`src/hw/acl_defines.vh`:
```
// constants for the converter control block: offsets, fields, reset values, timing
`ifndef ACL_DEFINES_VH
`define ACL_DEFINES_VH
`define ACL_ADDR_W          3
`define ACL_OFF_SC          3'h0
`define ACL_OFF_RES_HI      3'h1
`define ACL_OFF_RES_LO      3'h2
`define ACL_OFF_CFG         3'h3
`define ACL_OFF_ISTAT       3'h4
`define ACL_OFF_IMASK       3'h5
`define ACL_SC_DONE         7
`define ACL_SC_IEN          6
`define ACL_SC_CONT         5
`define ACL_CH_MSB          4
`define ACL_CH_OFF          5'h1f
`define ACL_CFG_ACLK        0
`define ACL_CFG_EXT         1
`define ACL_CFG_BRKCLR      2
`define ACL_SC_RST          8'h1f
`define ACL_CFG_RST         8'h00
`define ACL_EV_DONE         0
`define ACL_EV_ABORT        1
`define ACL_EV_W            2
`define ACL_CONV_NS         4100
`define ACL_CLK_NS          10
`define ACL_CONV_CYC        ((`ACL_CONV_NS + `ACL_CLK_NS - 1) / `ACL_CLK_NS)
`endif

```
`src/hw/acl_sticky.v`:
```
// one sticky event bit, set wins over write-one-to-clear
`timescale 1ns/1ps
module acl_sticky (
  input  wire ref_clk_i,
  input  wire arst_n_i,
  input  wire set_i,
  input  wire clr_i,
  output reg  q_o
);
  always @(posedge ref_clk_i or negedge arst_n_i) begin
    if (!arst_n_i) begin
      q_o <= 1'b0;
    end else if (set_i) begin
      q_o <= 1'b1;
    end else if (clr_i) begin
      q_o <= 1'b0;
    end
  end
endmodule // acl_sticky

```
`src/hw/acl_sar.v`:
```
// successive-approximation sequencer: one bit decided per step
`timescale 1ns/1ps
module acl_sar #(
  parameter WIDTH    = 10,
  parameter STEP_CYC = 41
) (
  input  wire             ref_clk_i,
  input  wire             arst_n_i,
  input  wire             start_i,
  input  wire             abort_i,
  input  wire             cmp_i,
  output reg  [WIDTH-1:0] trial_o,
  output reg              busy_o,
  output reg              done_o
);
  reg [15:0] step_cnt_reg;
  reg [WIDTH-1:0] bit_reg;
  always @(posedge ref_clk_i or negedge arst_n_i) begin
    if (!arst_n_i) begin
      trial_o      <= {WIDTH{1'b0}};
      bit_reg      <= {WIDTH{1'b0}};
      step_cnt_reg <= 16'h0000;
      busy_o       <= 1'b0;
      done_o       <= 1'b0;
    end else begin
      done_o <= 1'b0;
      if (abort_i) begin
        busy_o <= 1'b0;
      end else if (start_i) begin
        busy_o       <= 1'b1;
        bit_reg      <= {1'b1, {(WIDTH-1){1'b0}}};
        trial_o      <= {1'b1, {(WIDTH-1){1'b0}}};
        step_cnt_reg <= 16'h0000;
      end else if (busy_o) begin
        if (step_cnt_reg == STEP_CYC[15:0] - 16'h0001) begin
          step_cnt_reg <= 16'h0000;
          // keep the trial bit if the input was at or above it, then try the next
          trial_o <= (cmp_i ? trial_o : (trial_o & ~bit_reg)) | (bit_reg >> 1);
          bit_reg <= bit_reg >> 1;
          if (bit_reg[0]) begin
            busy_o <= 1'b0;
            done_o <= 1'b1;
          end
        end else begin
          step_cnt_reg <= step_cnt_reg + 16'h0001;
        end
      end
    end
  end
endmodule // acl_sar

```
`src/hw/acl_ctrl.v`:
```
// converter control: registers, low-power modes, break handling and interrupts
`timescale 1ns/1ps
`include "acl_defines.vh"
// Functional notes
// - interrupt enable set: request raised as done flag sets at completion
// - done flag sets at every conversion end regardless of enable
// - wait mode changes nothing: conversions and interrupts continue
// - single mode returns to low power after one conversion finishes
// - stop with async clock off aborts conversion, ends continuous mode
// - after such stop only a control write restarts conversions
// - result registers keep last completed value across an abort
// - stop with async clock on: normal operation continues
// - async clock on and external mode: trigger starts conversion in stop
// - waiting for trigger is low power; trigger gives one conversion then interrupt
// - break clear enable set: status clears in break, stay cleared
// - break clear enable clear: break accesses leave status bits unchanged
// - two-step clear begun before break completes after break
// - this variant has no trigger source; trigger input tied inactive
// - done flag read-only; cleared by control write or low result read
// - control write always aborts; it restarts unless channel field all ones or in stop with async clock off
module acl_ctrl #(
  parameter RES_W    = 10,
  parameter STEP_CYC = (`ACL_CONV_CYC + RES_W - 1) / RES_W,
  parameter HAS_EXT  = 0
) (
  input  wire                  ref_clk_i,
  input  wire                  arst_n_i,
  input  wire [`ACL_ADDR_W-1:0] addr_i,
  input  wire [7:0]            wdata_i,
  input  wire                  wr_i,
  input  wire                  rd_i,
  output reg  [7:0]            rdata_o,
  input  wire                  wait_mode_i,
  input  wire                  stop_mode_i,
  input  wire                  break_i,
  input  wire                  external_trigger_input_i,
  input  wire                  cmp_i,
  output reg  [RES_W-1:0]      trial_o,
  output reg                   conv_active_o,
  output reg                   conv_irq_o,
  output reg                   irq_o
);
  reg  [7:0] status_control_reg;
  reg  [7:0] cfg_reg;
  reg  [7:0] res_hi_reg;
  reg  [7:0] res_lo_reg;
  reg  [`ACL_EV_W-1:0] imask_reg;
  reg        hi_read_reg;
  reg        stop_d_reg;
  reg        restart_reg;
  wire [`ACL_EV_W-1:0] istat;
  wire [RES_W-1:0] sar_trial;
  wire       sar_busy;
  wire       sar_done;

  wire conv_irq_enable     = status_control_reg[`ACL_SC_IEN];
  wire continuous_conv_bit = status_control_reg[`ACL_SC_CONT];
  wire conv_done_flag      = status_control_reg[`ACL_SC_DONE];
  wire [4:0] channel_select_field = status_control_reg[`ACL_CH_MSB:0];
  wire async_clock_enable  = cfg_reg[`ACL_CFG_ACLK];
  wire ext_mode            = cfg_reg[`ACL_CFG_EXT];
  wire break_clear_enable  = cfg_reg[`ACL_CFG_BRKCLR];
  // status may be cleared under break only when clearing is enabled
  wire clr_ok = !break_i || break_clear_enable;

  wire sc_wr    = wr_i && (addr_i == `ACL_OFF_SC);
  wire lo_rd    = rd_i && (addr_i == `ACL_OFF_RES_LO);
  wire hi_rd    = rd_i && (addr_i == `ACL_OFF_RES_HI);
  // the control write itself is never blocked; only its status side effect is
  wire sc_start = sc_wr && (wdata_i[`ACL_CH_MSB:0] != `ACL_CH_OFF);
  wire stop_abort = stop_mode_i && !async_clock_enable;
  wire stop_entry = stop_abort && !stop_d_reg;
  // the trigger is only honoured where a source exists on this variant
  wire trig = (HAS_EXT != 0) && external_trigger_input_i;
  wire trig_start = trig && ext_mode && async_clock_enable && !sar_busy
                    && channel_select_field != `ACL_CH_OFF;
  // continuous restart is suppressed whenever stop aborted the sequence
  wire cont_start = restart_reg && !stop_abort && !ext_mode;
  // a control write decides alone, so an all-ones write also cancels a pending restart
  wire start = !stop_abort
               && (sc_start || (!sc_wr && (cont_start || trig_start)));
  wire abort = stop_entry || sc_wr;

  acl_sar #(
    .WIDTH    (RES_W),
    .STEP_CYC (STEP_CYC)
  ) u_sar (
    .ref_clk_i (ref_clk_i),
    .arst_n_i  (arst_n_i),
    .start_i   (start),
    // a write that starts nothing must still stop the running conversion
    .abort_i   (abort && !start),
    .cmp_i     (cmp_i),
    .trial_o   (sar_trial),
    .busy_o    (sar_busy),
    .done_o    (sar_done)
  );

  wire istat_clr_wr = wr_i && (addr_i == `ACL_OFF_ISTAT) && clr_ok;
  wire [`ACL_EV_W-1:0] ev_set = {stop_entry && sar_busy, sar_done};
  genvar g;
  generate
    for (g = 0; g < `ACL_EV_W; g = g + 1) begin : g_ev
      acl_sticky u_ev (
        .ref_clk_i (ref_clk_i),
        .arst_n_i  (arst_n_i),
        .set_i     (ev_set[g]),
        .clr_i     (istat_clr_wr && wdata_i[g]),
        .q_o       (istat[g])
      );
    end
  endgenerate

  always @(posedge ref_clk_i or negedge arst_n_i) begin
    if (!arst_n_i) begin
      status_control_reg <= `ACL_SC_RST;
      cfg_reg            <= `ACL_CFG_RST;
      res_hi_reg         <= 8'h00;
      res_lo_reg         <= 8'h00;
      imask_reg          <= {`ACL_EV_W{1'b0}};
      hi_read_reg        <= 1'b0;
      stop_d_reg         <= 1'b0;
      restart_reg        <= 1'b0;
    end else begin
      stop_d_reg  <= stop_abort;
      restart_reg <= 1'b0;
      if (sc_wr) begin
        status_control_reg[6:0] <= wdata_i[6:0];
      end
      if (wr_i && addr_i == `ACL_OFF_CFG) begin
        cfg_reg <= {5'h00, wdata_i[2:0]};
      end
      if (wr_i && addr_i == `ACL_OFF_IMASK) begin
        imask_reg <= wdata_i[`ACL_EV_W-1:0];
      end
      // both steps of the high-then-low interlock: high read locks, low read releases
      if (hi_rd && clr_ok) begin
        hi_read_reg <= 1'b1;
      end else if (lo_rd && clr_ok) begin
        hi_read_reg <= 1'b0;
      end
      // set wins over the clearing events
      if (sar_done) begin
        status_control_reg[`ACL_SC_DONE] <= 1'b1;
        restart_reg <= continuous_conv_bit && !sc_wr;
      end else if ((sc_wr || lo_rd) && clr_ok) begin
        status_control_reg[`ACL_SC_DONE] <= 1'b0;
      end
      // results only move on completion, so an abort keeps the old value
      if (sar_done && !(hi_read_reg || (hi_rd && clr_ok))) begin
        res_hi_reg <= {{(16-RES_W){1'b0}}, sar_trial[RES_W-1:8]};
        res_lo_reg <= sar_trial[7:0];
      end
    end
  end

  always @(posedge ref_clk_i or negedge arst_n_i) begin
    if (!arst_n_i) begin
      rdata_o       <= 8'h00;
      trial_o       <= {RES_W{1'b0}};
      conv_active_o <= 1'b0;
      conv_irq_o    <= 1'b0;
      irq_o         <= 1'b0;
    end else begin
      trial_o       <= sar_trial;
      // analog side is powered only while a conversion runs
      conv_active_o <= sar_busy && !abort;
      conv_irq_o    <= conv_irq_enable && conv_done_flag;
      irq_o         <= |(istat & imask_reg);
      case (addr_i)
        `ACL_OFF_SC:     rdata_o <= rd_i ? status_control_reg : 8'h00;
        `ACL_OFF_RES_HI: rdata_o <= rd_i ? res_hi_reg : 8'h00;
        `ACL_OFF_RES_LO: rdata_o <= rd_i ? res_lo_reg : 8'h00;
        `ACL_OFF_CFG:    rdata_o <= rd_i ? cfg_reg : 8'h00;
        `ACL_OFF_ISTAT:  rdata_o <= rd_i ? {6'h00, istat} : 8'h00;
        `ACL_OFF_IMASK:  rdata_o <= rd_i ? {6'h00, imask_reg} : 8'h00;
        default:         rdata_o <= 8'h00;
      endcase
    end
  end
endmodule // acl_ctrl

```
`config.mk`:
```
export PLATFORM = sky130hd
export DESIGN_NAME = acl_ctrl
export DESIGN_NICKNAME = d
export VERILOG_FILES = /design/src/hw/acl_sticky.v /design/src/hw/acl_sar.v /design/src/hw/acl_ctrl.v
export VERILOG_INCLUDE_DIRS = /design/src /design/src/hw
export SDC_FILE = /design/constraint.sdc
export NUM_CORES = 1
export LEC_CHECK = 0
export BUFFER_PORTS_ARGS = -buffer_cell sky130_fd_sc_hd__buf_2
export CAP_MARGIN = 20
export CORE_ASPECT_RATIO = 0.75
export CORE_UTILIZATION = 40
export CTS_CLUSTER_DIAMETER = 50
export CTS_CLUSTER_SIZE = 12
export DETAILED_ROUTE_END_ITERATION = 7
export MAX_ROUTING_LAYER = met4
export RECOVER_POWER = 50
export SLEW_MARGIN = 10
export SYNTH_ARGS = -nofsm -noshare
export SYNTH_HDL_FRONTEND = slang
export SYNTH_SLANG_ARGS = --single-unit
```
`constraint.sdc`:
```
create_clock -name ref_clk_i -period 2.2 [get_ports ref_clk_i]
set_input_delay 0.11 -clock ref_clk_i [delete_from_list [all_inputs] [get_ports ref_clk_i]]
set_output_delay 0.11 -clock ref_clk_i [all_outputs]
set_load 0.02 [all_outputs]
```
==> results of run 1 <==
## worst max-delay path, delay by kind of cell, from the launching register on
family	cells	cell delay, ps
compound gates	1	240
fa+ha+maj	1	250
flops	1	420
simple gates	3	970
## cells by family after synthesis
| kind of cell | after synthesis |
|---|---|
| simple gates | 120 |
| flops | 87 |
| compound gates | 76 |
| buf+inv | 41 |
| mux | 27 |
| xor+xnor | 4 |
| fa+ha+maj | 2 |
## worst paths after layout
kind	startpoint	to	depth (start not counted)
setup reg to reg	u_sar.step_cnt_reg[0]	u_sar.step_cnt_reg[12]	5
min in group asynchronous	arst_n_i	rdata_o[1]	2
max in group asynchronous	arst_n_i	u_sar.step_cnt_reg[15]	3
hold / removal	wdata_i[0]	status_control_reg[0]	3
setup / recovery	u_sar.step_cnt_reg[0]	u_sar.step_cnt_reg[12]	5
hold reg to reg	u_sar.trial_o[2]	trial_o[2]	0
## area by class of cell
type / instances / area, um^2
multi-input cells: 229 / 1560
inverters: 19 / 71.32
clock inverters: 5 / 56.30
flip-flops and latches: 87 / 2183
repair buffers: 57 / 334.1
clock buffers: 11 / 252.7
fillers: 856 / 4653
well taps: 128 / 160.2
## power by group
group          leakage (nW)  internal (mW)  total, mW  switching, mW
clock network         0.152          0.938       1.54          0.601
logic                 0.731          0.217      0.555          0.338
registers              1.15           1.76       1.91          0.144
## cell usage after synthesis, drive strengths merged, types with 3 or more instances
master and count:
a211oi 8, a21o 3, a21oi 21, buf 15, clkbuf 7, dfrtp 82
dfstp 5, inv 19, mux2 17, mux2i 9, nand2 32, nand2b 4
nand3 13, nand4 19, nor2 10, nor2b 5, nor3 6, nor4 3
o21ai 13, o31ai 9, o41ai 9, or3 10, or4 5, xor2 3
## metal layers
metal  track usage  vias to the layer above  wire [um]
li1              -                     1414          -
met1        0.2760                     1432       4422
met2        0.2722                       76       3755
met3       0.05952                       13        467
met4       0.06177                        0        183
met5             -                        -          0
## through the flow
step | setup slack, ps | utilization
finish | 217.8 | 0.4981
global route | 44.48 | 0.4981
CTS | 235.7 | 0.5028
detailed placement | 245.0 | 0.4630
global placement | 282.9 | 0.4630
floorplan | 379.3 | -
## timing repair
action                                  in CTS  in global routing
hold endpoints to repair                    31                  0
endpoints found under the setup margin       0                  0
hold buffers                                 6                  0
==> out/metrics.json, run 1 <==
{
  "layout_common_cells": {"value": "sky130_fd_sc_hd__dfrtp_1, sky130_fd_sc_hd__nand2_1, sky130_fd_sc_hd__clkbuf_1, sky130_fd_sc_hd__a21oi_1"},
  "power_leakage": {"value": 2.028, "unit": "nW"},
  "path_cells": {"value": "ha_1, nand3_1, or4_1, or3_1, a211oi_1"},
  "syn_avg_cell_area": {"value": 10.97, "unit": "um^2"},
  "ys_warn_count": {"value": 0},
  "fin_nets": {"value": 425},
  "die_y": {"value": 87.68, "unit": "um"},
  "min_period_over_period": {"value": 0.9010},
  "crit_path_max_incr_delay": {"value": 530, "unit": "ps"},
  "holdWs": {"value": 13.18, "unit": "ps"},
  "report.final.hold_viol_count": {"value": 0},
  "grt_pass1_vias": {"value": 2846},
  "finish.instance_area": {"value": 0.004618, "unit": "mm^2"},
  "synth_flop_cell": {"value": "sky130_fd_sc_hd__dfrtp_1"},
  "synth_seq_area_share": {"value": 0.5577},
  "clkLatencyLatePin": {"value": 340, "unit": "ps"},
  "synthDistinctLibCells": {"value": 52},
  "grt_use_total": {"value": 0.1974},
  "worst_ir_drop_vdd": {"value": 0.4319, "unit": "mV"},
  "antennaDiodeCount": {"value": 0},
  "share_of_post_route_cells_with_drive_strength_above_1": {"value": 0.1814},
  "flow.area_growth_from_synthesis": {"value": 17.96, "unit": "%"},
  "synth_simple_gate_area_share": {"value": 0.1719},
  "remaining_drc_errors": {"value": 0},
  "finalWirelength": {"value": 8828, "unit": "um"},
  "timing.critical_path.arrival": {"value": 2220, "unit": "ps"},
  "async_flop_share": {"value": 1.000},
  "syn_nets": {"value": 379},
  "synth_mux_area_frac": {"value": 0.07766},
  "synth_top_family_by_area": {"value": "simple AND/OR/NAND/NOR gates"},
  "design_power_total": {"value": 4.001, "unit": "mW"},
  "synth_top_cells_by_area": {"value": "sky130_fd_sc_hd__dfrtp_1, sky130_fd_sc_hd__mux2_2, sky130_fd_sc_hd__dfstp_2"},
  "final_worst_clock_skew": {"value": 5.300, "unit": "ps"},
  "critPathRequiredTime": {"value": 2440, "unit": "ps"},
  "drt_first_iter_violations": {"value": 184},
  "setup_viol": {"value": 0},
  "tightest_slew": {"value": 803.0, "unit": "ps"},
  "yosysTopAreaCell": {"value": "sky130_fd_sc_hd__dfrtp_1"},
  "grt_setup_unrepaired": {"value": "no"},
  "numClockSinks": {"value": 87},
  "fp.dieArea": {"value": 0.01019, "unit": "mm^2"},
  "timing_worst_setup_path_type": {"value": "flop to flop"},
  "crit_path_top_delay_cell": {"value": "sky130_fd_sc_hd__or4_1"},
  "via_count": {"value": 2935},
  "relSlewSlack": {"value": 0.4635},
  "report.final.slew_viol_count": {"value": 0},
  "min_period": {"value": 1982, "unit": "ps"},
  "netlist_instances": {"value": 357},
  "pin_count_of_the_biggest_net_entering_global_routing": {"value": 59},
  "worstPathMaxFanout": {"value": 6},
  "synth.cell_area": {"value": 0.003915, "unit": "mm^2"},
  "tritoncts_clock_tree": {"value": "done"},
  "place_inst": {"value": 514},
  "antenna_violating_nets_post_route": {"value": 0},
  "wire_length_of_the_first_global_routing_pass": {"value": 14610, "unit": "um"},
  "cp-end-kind": {"value": "flop"},
  "final_cells": {"value": 536},
  "synth_compound_gate_area_share": {"value": 0.1336},
  "coreArea": {"value": 0.009271, "unit": "mm^2"},
  "synth_edf_count": {"value": 0},
  "layout.cells.most_common": {"value": "sky130_fd_sc_hd__dfrtp_1"},
  "post_cts_resize_count": {"value": 0},
  "adder_and_majority_cell_fraction_of_the_synthesized_area": {"value": 0.006392},
  "power_density": {"value": 866.4, "unit": "mW/mm^2"},
  "max_cap_viol_count": {"value": 0},
  "hpwlAfterDp": {"value": 6058, "unit": "um"},
  "outcome": {"value": "finished, final reports clean"},
  "grt_overflow_total": {"value": 0},
  "wl_per_cell": {"value": 16.47, "unit": "um"},
  "fraction_of_synthesized_cell_area_taken_by_the_top_area_cell_type": {"value": 0.5241},
  "htree_levels": {"value": 3},
  "gp_congestion": {"value": 0.8152},
  "clockBufferDepth": {"value": 2},
  "timing.critical_path.from_type": {"value": "flop"},
  "synth.ff_latch_count": {"value": 87},
  "hp-class": {"value": "primary input to flop"},
  "starting_density_of_the_core": {"value": 0.4223},
  "cts-buffers-inserted": {"value": 9},
  "num_io_pins": {"value": 41},
  "largest_reg_flops": {"value": 16},
  "core.rowCount": {"value": 30},
  "io_buffer_count": {"value": 37},
  "post_dp_cell_area": {"value": 0.004293, "unit": "mm^2"},
  "detailedRoute.firstPassIterationCount": {"value": 4},
  "cts_setup_buffers": {"value": 0},
  "reg2reg_setup_slack": {"value": 220, "unit": "ps"},
  "cts.reportedPaths.clkPinSlew": {"value": 60, "unit": "ps"},
  "dieWidth": {"value": 116.2, "unit": "um"},
  "post_drt_via_cell_ratio": {"value": 5.476},
  "grt_antenna_before_repair": {"value": 0},
  "aggregate_negative_setup_slack": {"value": 0, "unit": "ps"},
  "cts-root-buf": {"value": "sky130_fd_sc_hd__clkbuf_16"},
  "max_clock_freq": {"value": 504.5, "unit": "MHz"},
  "parity_gate_share_of_the_synthesized_area_counting_xor_and_xnor_cells": {"value": 0.008949}
}
Note: power is estimated with default switching activity, not from simulation.
==> run 2, diff against run 1 <==
Settings changed: ABC_AREA set to 1, CAP_MARGIN 20 to unset, RECOVER_POWER 50 to unset.
==> run 2 against run 1 <==
Setup slack improved by 180 ps. Clock-buffer cell count fell by 1. Critical endpoint is now u_sar.bit_reg[3]. Synthesized area rose by 8.1%. Wire length rose by 2.3%. Largest power group unchanged.
==> out/metrics.json, run 2 <==
{
  "outcome": {"value": "finished, final reports clean"},
  "relSlewSlack": {"value": 0.5954, "change": "+0.1319"},
  "worstPathMaxFanout": {"value": 19, "change": "+13"},
  "num_io_pins": {"value": 41, "change": "unchanged"},
  "gp_congestion": {"value": 0.8615, "change": "+5.7%"},
  "coreArea": {"value": 0.01029, "unit": "mm^2", "change": "+11%"},
  "share_of_post_route_cells_with_drive_strength_above_1": {"value": 0.1552, "change": "-0.02614"},
  "timing.critical_path.from_type": {"value": "flop"},
  "hold_start": {"value": "wdata_i[4]"},
  "fp.dieArea": {"value": 0.01100, "unit": "mm^2", "change": "+8.0%"},
  "cts.hold.buffers_added": {"value": 4, "change": "-2"},
  "tritoncts_clock_tree": {"value": "done"},
  "grt_pass1_vias": {"value": 3236, "change": "+14%"},
  "cts.reportedPaths.clkPinSlew": {"value": 60, "unit": "ps", "change": "about the same"},
  "power_switching_share": {"value": 0.2601, "change": "-0.01061"},
  "numClockSinks": {"value": 87, "change": "unchanged"},
  "finalWirelength": {"value": 9028, "unit": "um", "change": "+2.3%"},
  "starting_density_of_the_core": {"value": 0.4115, "change": "-0.01079"},
  "core.rowCount": {"value": 32, "change": "+6.7%"},
  "rr_worst_depth": {"value": 10, "change": "+5"},
  "netlist_instances": {"value": 508, "change": "+42%"},
  "timing.critical_path.arrival": {"value": 2080, "unit": "ps", "change": "-140 ps"},
  "detailedRoute.firstPassIterationCount": {"value": 4, "change": "unchanged"},
  "drt_first_iter_violations": {"value": 163, "change": "-11%"},
  "synth_most_common_cell": {"value": "sky130_fd_sc_hd__nand2_1"},
  "worst_ir_drop_vdd": {"value": 0.4816, "unit": "mV", "change": "+12%"},
  "total_switching_power": {"value": 1.026, "unit": "mW", "change": "-5.3%"},
  "grt_overflow_total": {"value": 0, "change": "unchanged"},
  "power_density": {"value": 807.9, "unit": "mW/mm^2", "change": "-6.7%"},
  "holdWs": {"value": 12.26, "unit": "ps", "change": "-0.9186 ps"},
  "pin_count_of_the_biggest_net_entering_global_routing": {"value": 45, "change": "-24%"},
  "fraction_of_synthesized_cell_area_taken_by_the_top_area_cell_type": {"value": 0.4846, "change": "-0.03950"},
  "synth.cell_area": {"value": 0.004234, "unit": "mm^2", "change": "+8.1%"},
  "hp-class": {"value": "primary input to flop"},
  "launching_point_of_the_worst_reg2reg_path": {"value": "u_sar.step_cnt_reg[0]"},
  "report.final.hold_viol_count": {"value": 0, "change": "unchanged"},
  "design_power_total": {"value": 3.945, "unit": "mW", "change": "-1.4%"},
  "setup_viol": {"value": 0, "change": "unchanged"},
  "syn_avg_cell_area": {"value": 8.335, "unit": "um^2", "change": "-24%"},
  "antennaDiodeCount": {"value": 0, "change": "unchanged"},
  "synth_top_cells_by_area": {"value": "sky130_fd_sc_hd__dfrtp_1, sky130_fd_sc_hd__nand2_1, sky130_fd_sc_hd__nand3_1"},
  "antenna_violating_nets_post_route": {"value": 0, "change": "unchanged"},
  "synth.cells.most_frequent": {"value": "sky130_fd_sc_hd__nand2_1, sky130_fd_sc_hd__dfrtp_1, sky130_fd_sc_hd__nand3_1"},
  "flow.area_growth_from_synthesis": {"value": 15.34, "unit": "%"},
  "report.final.slew_viol_count": {"value": 0, "change": "unchanged"},
  "post_drt_via_cell_ratio": {"value": 4.903, "change": "-10%"},
  "htree_levels": {"value": 3, "change": "unchanged"},
  "ys_warn_count": {"value": 0, "change": "unchanged"},
  "cts-buffers-inserted": {"value": 9, "change": "unchanged"},
  "final_worst_clock_skew": {"value": 7.600, "unit": "ps", "change": "+2.300 ps"},
  "post_cts_resize_count": {"value": 0, "change": "unchanged"},
  "synth_flop_cell": {"value": "sky130_fd_sc_hd__dfrtp_1"},
  "cts-root-buf": {"value": "sky130_fd_sc_hd__clkbuf_16"},
  "max_clock_freq": {"value": 553.7, "unit": "MHz", "change": "+9.8%"},
  "grt_antenna_before_repair": {"value": 0, "change": "unchanged"},
  "clkLatencyLatePin": {"value": 330, "unit": "ps", "change": "about the same"},
  "sequential_cell_fraction_of_total_power": {"value": 0.471, "change": "-0.005"},
  "timing_worst_setup_path_type": {"value": "flop to flop"},
  "syn_nets": {"value": 530, "change": "+40%"},
  "tightest_slew": {"value": 605.2, "unit": "ps", "change": "-197.8 ps"},
  "power_leakage": {"value": 2.490, "unit": "nW", "change": "+23%"},
  "share_of_the_core_filled_with_cells": {"value": 0.4746, "change": "-0.02352"},
  "via_count": {"value": 3383, "change": "+15%"},
  "grt_setup_unrepaired": {"value": "no"},
  "wire_length_of_the_first_global_routing_pass": {"value": 15450, "unit": "um", "change": "+5.7%"},
  "wl_per_cell": {"value": 13.08, "unit": "um", "change": "-21%"},
  "cts_setup_buffers": {"value": 0, "change": "unchanged"},
  "internal_power": {"value": 2.919, "unit": "mW", "change": "about the same"},
  "synth.ff_latch_count": {"value": 87, "change": "unchanged"},
  "min_period": {"value": 1806, "unit": "ps", "change": "-176.2 ps"},
  "synthDistinctLibCells": {"value": 33, "change": "-37%"},
  "p_comb_frac": {"value": 0.112, "change": "-0.027"},
  "fin_nets": {"value": 571, "change": "+34%"},
  "yosysTopAreaCell": {"value": "sky130_fd_sc_hd__dfrtp_1"},
  "hpwlAfterDp": {"value": 6393, "unit": "um", "change": "+5.5%"},
  "clock_power_share": {"value": 0.418, "change": "+0.033"},
  "die_y": {"value": 91.10, "unit": "um", "change": "+3.9%"},
  "aggregate_negative_setup_slack": {"value": 0, "unit": "ps", "change": "unchanged"},
  "min_period_over_period": {"value": 0.8209, "change": "-0.08010"},
  "largest_reg_flops": {"value": 16, "change": "unchanged"},
  "remaining_drc_errors": {"value": 0, "change": "unchanged"},
  "io_buffer_count": {"value": 37, "change": "unchanged"},
  "synth_edf_count": {"value": 0, "change": "unchanged"},
  "hold_path_depth": {"value": 3, "change": "unchanged"},
  "dieWidth": {"value": 120.8, "unit": "um", "change": "+3.9%"},
  "max_cap_viol_count": {"value": 0, "change": "unchanged"},
  "worst_setup_path_startpoint": {"value": "u_sar.step_cnt_reg[0]"},
  "async_flop_share": {"value": 1.000, "change": "unchanged"},
  "layout_common_cells": {"value": "sky130_fd_sc_hd__nand2_1, sky130_fd_sc_hd__dfrtp_1, sky130_fd_sc_hd__nand3_1, sky130_fd_sc_hd__inv_1, sky130_fd_sc_hd__nor2_1"},
  "clockBufferDepth": {"value": 2, "change": "unchanged"},
  "layout.cells.most_common": {"value": "sky130_fd_sc_hd__nand2_1"},
  "synth_seq_area_share": {"value": 0.5157, "change": "-0.04202"},
  "cp-end-kind": {"value": "flop"},
  "grt_use_total": {"value": 0.1846, "change": "-0.01279"},
  "critPathRequiredTime": {"value": 2470, "unit": "ps", "change": "+30 ps"}
}
-- run 2: worst paths after layout --
check / end / slack, ps
min in group asynchronous: imask_reg[0] / 320
max in group asynchronous: status_control_reg[1] / 1150
worst max-delay path: u_sar.bit_reg[3] / 390
worst max register to register: u_sar.bit_reg[3] / 390
worst min-delay path: status_control_reg[4] / 10
worst min register to register: trial_o[9] / 400
-- run 2: logic make-up (layout without fill, tap and decap cells) --
kind of cell	count (synthesis)	after routing	share of synthesized area
AOI/OAI and AO/OA	47	47	0.05910
xor gates and xnor gates	3	3	0.006207
adders and majority gates	2	2	0.005909
buffers and inverters	74	120	0.08274
DFF	87	87	0.5157
muxes	1	1	0.002659
and+or+nand+nor	294	294	0.3277
-- run 2: metrics by stage --
step	setup WS, ps	area [um^2]	instances
floorplan	646.4	4234	508
global placement	404.2	4514	670
detailed placement	381.5	4514	670
CTS	380.0	4883	690
global route	232.5	4883	690
finish	394.0	4883	690
-- run 2: power groups by stage --
stage	Sequential [mW]	Combinational, mW	Clock [mW]
floorplan	1.86	0.291	0
global placement	1.88	0.429	0
detailed placement	1.88	0.440	0
CTS	1.86	0.447	1.70
global route	1.87	0.507	1.77
finish	1.86	0.440	1.65
-- run 2: critical path, stage by stage, from the launching register on --
cell and delay, ps:
sky130_fd_sc_hd__dfrtp_1 460, sky130_fd_sc_hd__inv_1 130, sky130_fd_sc_hd__ha_1 190, sky130_fd_sc_hd__nand2_1 60, sky130_fd_sc_hd__nor2_1 110, sky130_fd_sc_hd__nand2_2 100, sky130_fd_sc_hd__nor2_8 150, sky130_fd_sc_hd__nand2_4 160
sky130_fd_sc_hd__inv_6 210, sky130_fd_sc_hd__nand3_1 100, sky130_fd_sc_hd__nand2_1 70
-- run 2: final cells by class --
| class | instances | area [um^2] |
|---|---|---|
| Sequential cell | 87 | 2183 |
| Tap cell | 136 | 170.2 |
| Clock inverter | 6 | 90.09 |
| Multi-Input combinational cell | 347 | 1700 |
| Inverter | 58 | 222.7 |
| Timing Repair Buffer | 46 | 277.8 |
| Fill cell | 982 | 5406 |
| Clock buffer | 10 | 239.0 |
-- run 2: per-layer routing --
metal  vias up  track usage  share of wire
met5         -            -              0
met4         0      0.04938         0.0096
met3         9      0.04648          0.040
met2        51       0.2716           0.44
met1      1584       0.2532           0.51
li1       1739            -              -
==> run 3, diff against run 2 <==
Settings changed: ABC_AREA 1 to 0.
Clock period 2.2 ns to 1.7 ns, I/O delays scaled along.
==> run 3 against run 2 <==
The run now ends with setup timing left. Clock power rose by 22%. Hold slack improved by 12 ps. Via count fell by 3.9%. Sequential share of layout area fell by 5.4 points. Wire length rose by 21%.
==> out/metrics.json, run 3 (same netlist as run 1, synthesis figures left out) <==
{
  "outcome": {"value": "complete, but fails checks"},
  "failed_checks": {"value": "setup timing"},
  "hpwlAfterDp": {"value": 6691, "unit": "um", "change": "+4.7%"},
  "max_clock_freq": {"value": 568.5, "unit": "MHz", "change": "+2.7%"},
  "whs_endpoint": {"value": "rdata_o[1]"},
  "coreArea": {"value": 0.009271, "unit": "mm^2", "change": "-9.9%"},
  "timing.critical_path.from_type": {"value": "flop"},
  "worstPathMaxFanout": {"value": 6, "change": "-13"},
  "worst_ir_drop_vdd": {"value": 0.5467, "unit": "mV", "change": "+14%"},
  "grt_antenna_before_repair": {"value": 0, "change": "unchanged"},
  "tritoncts_clock_tree": {"value": "done"},
  "layout.filler_cells": {"value": 755, "change": "-23%"},
  "via_count": {"value": 3250, "change": "-3.9%"},
  "drt_first_iter_violations": {"value": 209, "change": "+28%"},
  "crit_path_top_delay_cell": {"value": "sky130_fd_sc_hd__or4_4"},
  "worst_setup_path_startpoint": {"value": "u_sar.step_cnt_reg[1]"},
  "internal_power": {"value": 4.144, "unit": "mW", "change": "+42%"},
  "relSlewSlack": {"value": 0.5550, "change": "-0.04041"},
  "design_power_total": {"value": 5.849, "unit": "mW", "change": "+48%"},
  "fin_nets": {"value": 475, "change": "-17%"},
  "max_cap_viol_count": {"value": 0, "change": "unchanged"},
  "starting_density_of_the_core": {"value": 0.4223, "change": "+0.01079"},
  "gp_congestion": {"value": 0.9086, "change": "+5.5%"},
  "grt_setup_unrepaired": {"value": "yes"},
  "holdWs": {"value": 24.57, "unit": "ps", "change": "+12.31 ps"},
  "share_of_post_route_cells_with_drive_strength_above_1": {"value": 0.4279, "change": "+0.2727"},
  "antenna_violating_nets_post_route": {"value": 0, "change": "unchanged"},
  "post_dp_cell_area": {"value": 0.004639, "unit": "mm^2", "change": "+2.8%"},
  "post_drt_via_cell_ratio": {"value": 5.546, "change": "+13%"},
  "hp-class": {"value": "primary input to flop"},
  "power_leakage": {"value": 2.488, "unit": "nW", "change": "about the same"},
  "largest_reg_flops": {"value": 16, "change": "unchanged"},
  "min_period_over_period": {"value": 1.035, "change": "+0.2139"},
  "core.rowCount": {"value": 30, "change": "-6.3%"},
  "timing.critical_path.arrival": {"value": 2020, "unit": "ps", "change": "-60 ps"},
  "wire_length_of_the_first_global_routing_pass": {"value": 16640, "unit": "um", "change": "+7.7%"},
  "cts-buffers-inserted": {"value": 9, "change": "unchanged"},
  "num_io_pins": {"value": 41, "change": "unchanged"},
  "regToRegEndpoint": {"value": "u_sar.step_cnt_reg[12]"},
  "clock_power_share": {"value": 0.344, "change": "-0.074"},
  "cts.reportedPaths.clkPinSlew": {"value": 60, "unit": "ps", "change": "about the same"},
  "detailedRoute.firstPassIterationCount": {"value": 4, "change": "unchanged"},
  "flow.area_growth_from_synthesis": {"value": 41.87, "unit": "%"},
  "place_inst": {"value": 552, "change": "-18%"},
  "numClockSinks": {"value": 87, "change": "unchanged"},
  "io_buffer_count": {"value": 37, "change": "unchanged"},
  "minimum_setup_slack_in_the_final_design": {"value": -59.14, "unit": "ps", "change": "-453.2 ps"},
  "reg2reg_setup_slack": {"value": -60, "unit": "ps", "change": "-450 ps"},
  "share_of_the_core_filled_with_cells": {"value": 0.5991, "change": "+0.1245"},
  "grt_use_total": {"value": 0.2277, "change": "+0.04304"},
  "total_switching_power": {"value": 1.705, "unit": "mW", "change": "+66%"},
  "timing_worst_setup_path_type": {"value": "flop to flop"},
  "final_cells": {"value": 586, "change": "-15%"},
  "finalWirelength": {"value": 10950, "unit": "um", "change": "+21%"},
  "fp.dieArea": {"value": 0.01019, "unit": "mm^2", "change": "-7.4%"},
  "aggregate_negative_setup_slack": {"value": -767.2, "unit": "ps", "change": "-767.2 ps"},
  "grt_pass1_vias": {"value": 3215, "change": "-0.65%"},
  "tightest_slew": {"value": 664.7, "unit": "ps", "change": "+59.50 ps"},
  "path_cells": {"value": "ha_4, nand3_1, or4_4, or3_1, a211oi_2"},
  "hold_path_depth": {"value": 2, "change": "-1"},
  "htree_levels": {"value": 3, "change": "unchanged"},
  "finish.instance_area": {"value": 0.005554, "unit": "mm^2", "change": "+14%"},
  "grt_overflow_total": {"value": 0, "change": "unchanged"},
  "launching_point_of_the_worst_reg2reg_path": {"value": "u_sar.step_cnt_reg[1]"},
  "antennaDiodeCount": {"value": 0, "change": "unchanged"},
  "p_comb_frac": {"value": 0.235, "change": "+0.123"},
  "critPathRequiredTime": {"value": 1960, "unit": "ps", "change": "-510 ps"},
  "crit_path_max_incr_delay": {"value": 450, "unit": "ps", "change": "about the same"},
  "critical_path.n_buffers_inverters": {"value": 0, "change": "-2"},
  "post-place-ws": {"value": -180.2, "unit": "ps", "change": "-561.7 ps"},
  "pin_count_of_the_biggest_net_entering_global_routing": {"value": 70, "change": "+56%"},
  "layout.cells.most_common": {"value": "sky130_fd_sc_hd__dfrtp_1"},
  "final_worst_clock_skew": {"value": 6.478, "unit": "ps", "change": "-1.122 ps"},
  "power_density": {"value": 1053, "unit": "mW/mm^2", "change": "+30%"},
  "layout_common_cells": {"value": "sky130_fd_sc_hd__dfrtp_1, sky130_fd_sc_hd__buf_4, sky130_fd_sc_hd__buf_2, sky130_fd_sc_hd__nand2_1, sky130_fd_sc_hd__nand4_1"},
  "setup_viol": {"value": 22, "change": "+22"},
  "cp-end-kind": {"value": "flop"},
  "wl_per_cell": {"value": 18.69, "unit": "um", "change": "+43%"},
  "timing.critical_path.max_delay_family": {"value": "simple AND/OR/NAND/NOR gates"},
  "report.final.slew_viol_count": {"value": 0, "change": "unchanged"},
  "dieWidth": {"value": 116.2, "unit": "um", "change": "-3.8%"},
  "sequential_cell_fraction_of_total_power": {"value": 0.422, "change": "-0.049"},
  "min_period": {"value": 1759, "unit": "ps", "change": "-46.82 ps"},
  "rr_worst_depth": {"value": 5, "change": "-5"},
  "remaining_drc_errors": {"value": 0, "change": "unchanged"},
  "clkLatencyLatePin": {"value": 340, "unit": "ps", "change": "about the same"},
  "hold_start": {"value": "rd_i"},
  "cts-root-buf": {"value": "sky130_fd_sc_hd__clkbuf_16"},
  "die_y": {"value": 87.68, "unit": "um", "change": "-3.8%"},
  "power_switching_share": {"value": 0.2915, "change": "+0.03139"},
  "clockBufferDepth": {"value": 2, "change": "unchanged"},
  "report.final.hold_viol_count": {"value": 0, "change": "unchanged"}
}
==> run 3: worst max path at each step <==
stage / endpoint / depth (start not counted)
final: u_sar.step_cnt_reg[12] / 5
after global routing: u_sar.trial_o[8] / 5
after CTS: u_sar.step_cnt_reg[11] / 4
after detailed placement: u_sar.step_cnt_reg[13] / 5
after global placement: u_sar.step_cnt_reg[11] / 5
after floorplan: u_sar.step_cnt_reg[13] / 6
==> run 3: final cells by class <==
type / count / area (um^2) / share of cell area
Inverter: 19 / 76.32 / 0.01374
Tap cell: 128 / 160.2 / 0.02884
Sequential cell: 87 / 2185 / 0.3933
Multi-Input combinational cell: 230 / 1941 / 0.3494
Clock buffer: 10 / 239.0 / 0.04303
Timing Repair Buffer: 106 / 884.6 / 0.1593
Clock inverter: 6 / 68.82 / 0.01239
==> run 3: what timing repair did <==
item | 4_1_cts | 5_1_grt
hold buffers | 8 | 0
endpoints found under the hold margin | 40 | 0
cloned | 3 | 3
pin swaps | 9 | 27
resized for setup | 39 | 43
endpoints found under the setup margin | 46 | 36
setup buffers | 4 | 2
==> run 3: power groups by stage <==
stage / Clock [mW] / Combinational (mW) / Sequential (mW)
6_report: 2.01 / 1.37 / 2.47
2_1_floorplan: 0 / 0.491 / 2.48
5_1_grt: 2.13 / 1.46 / 2.49
3_3_place_gp: 0 / 0.952 / 2.46
3_5_place_dp: 0 / 0.974 / 2.47
4_1_cts: 2.04 / 1.19 / 2.45
==> run 3: per-layer routing <==
layer / global-route usage / vias up / part of all wire / wire (um)
met5: - / - / 0 / 0
met1: 0.3132 / 1642 / 0.47 / 5150
li1: - / 1508 / - / -
met4: 0.05128 / 0 / 0.012 / 135
met3: 0.05190 / 13 / 0.044 / 478
met2: 0.3421 / 87 / 0.47 / 5186
==> run 3: worst register-to-register path: stages (launching register included) <==
cell and delay, ps:
sky130_fd_sc_hd__dfrtp_1 440, sky130_fd_sc_hd__ha_4 190, sky130_fd_sc_hd__nand3_1 80, sky130_fd_sc_hd__or4_4 450, sky130_fd_sc_hd__or3_1 340, sky130_fd_sc_hd__a211oi_2 180
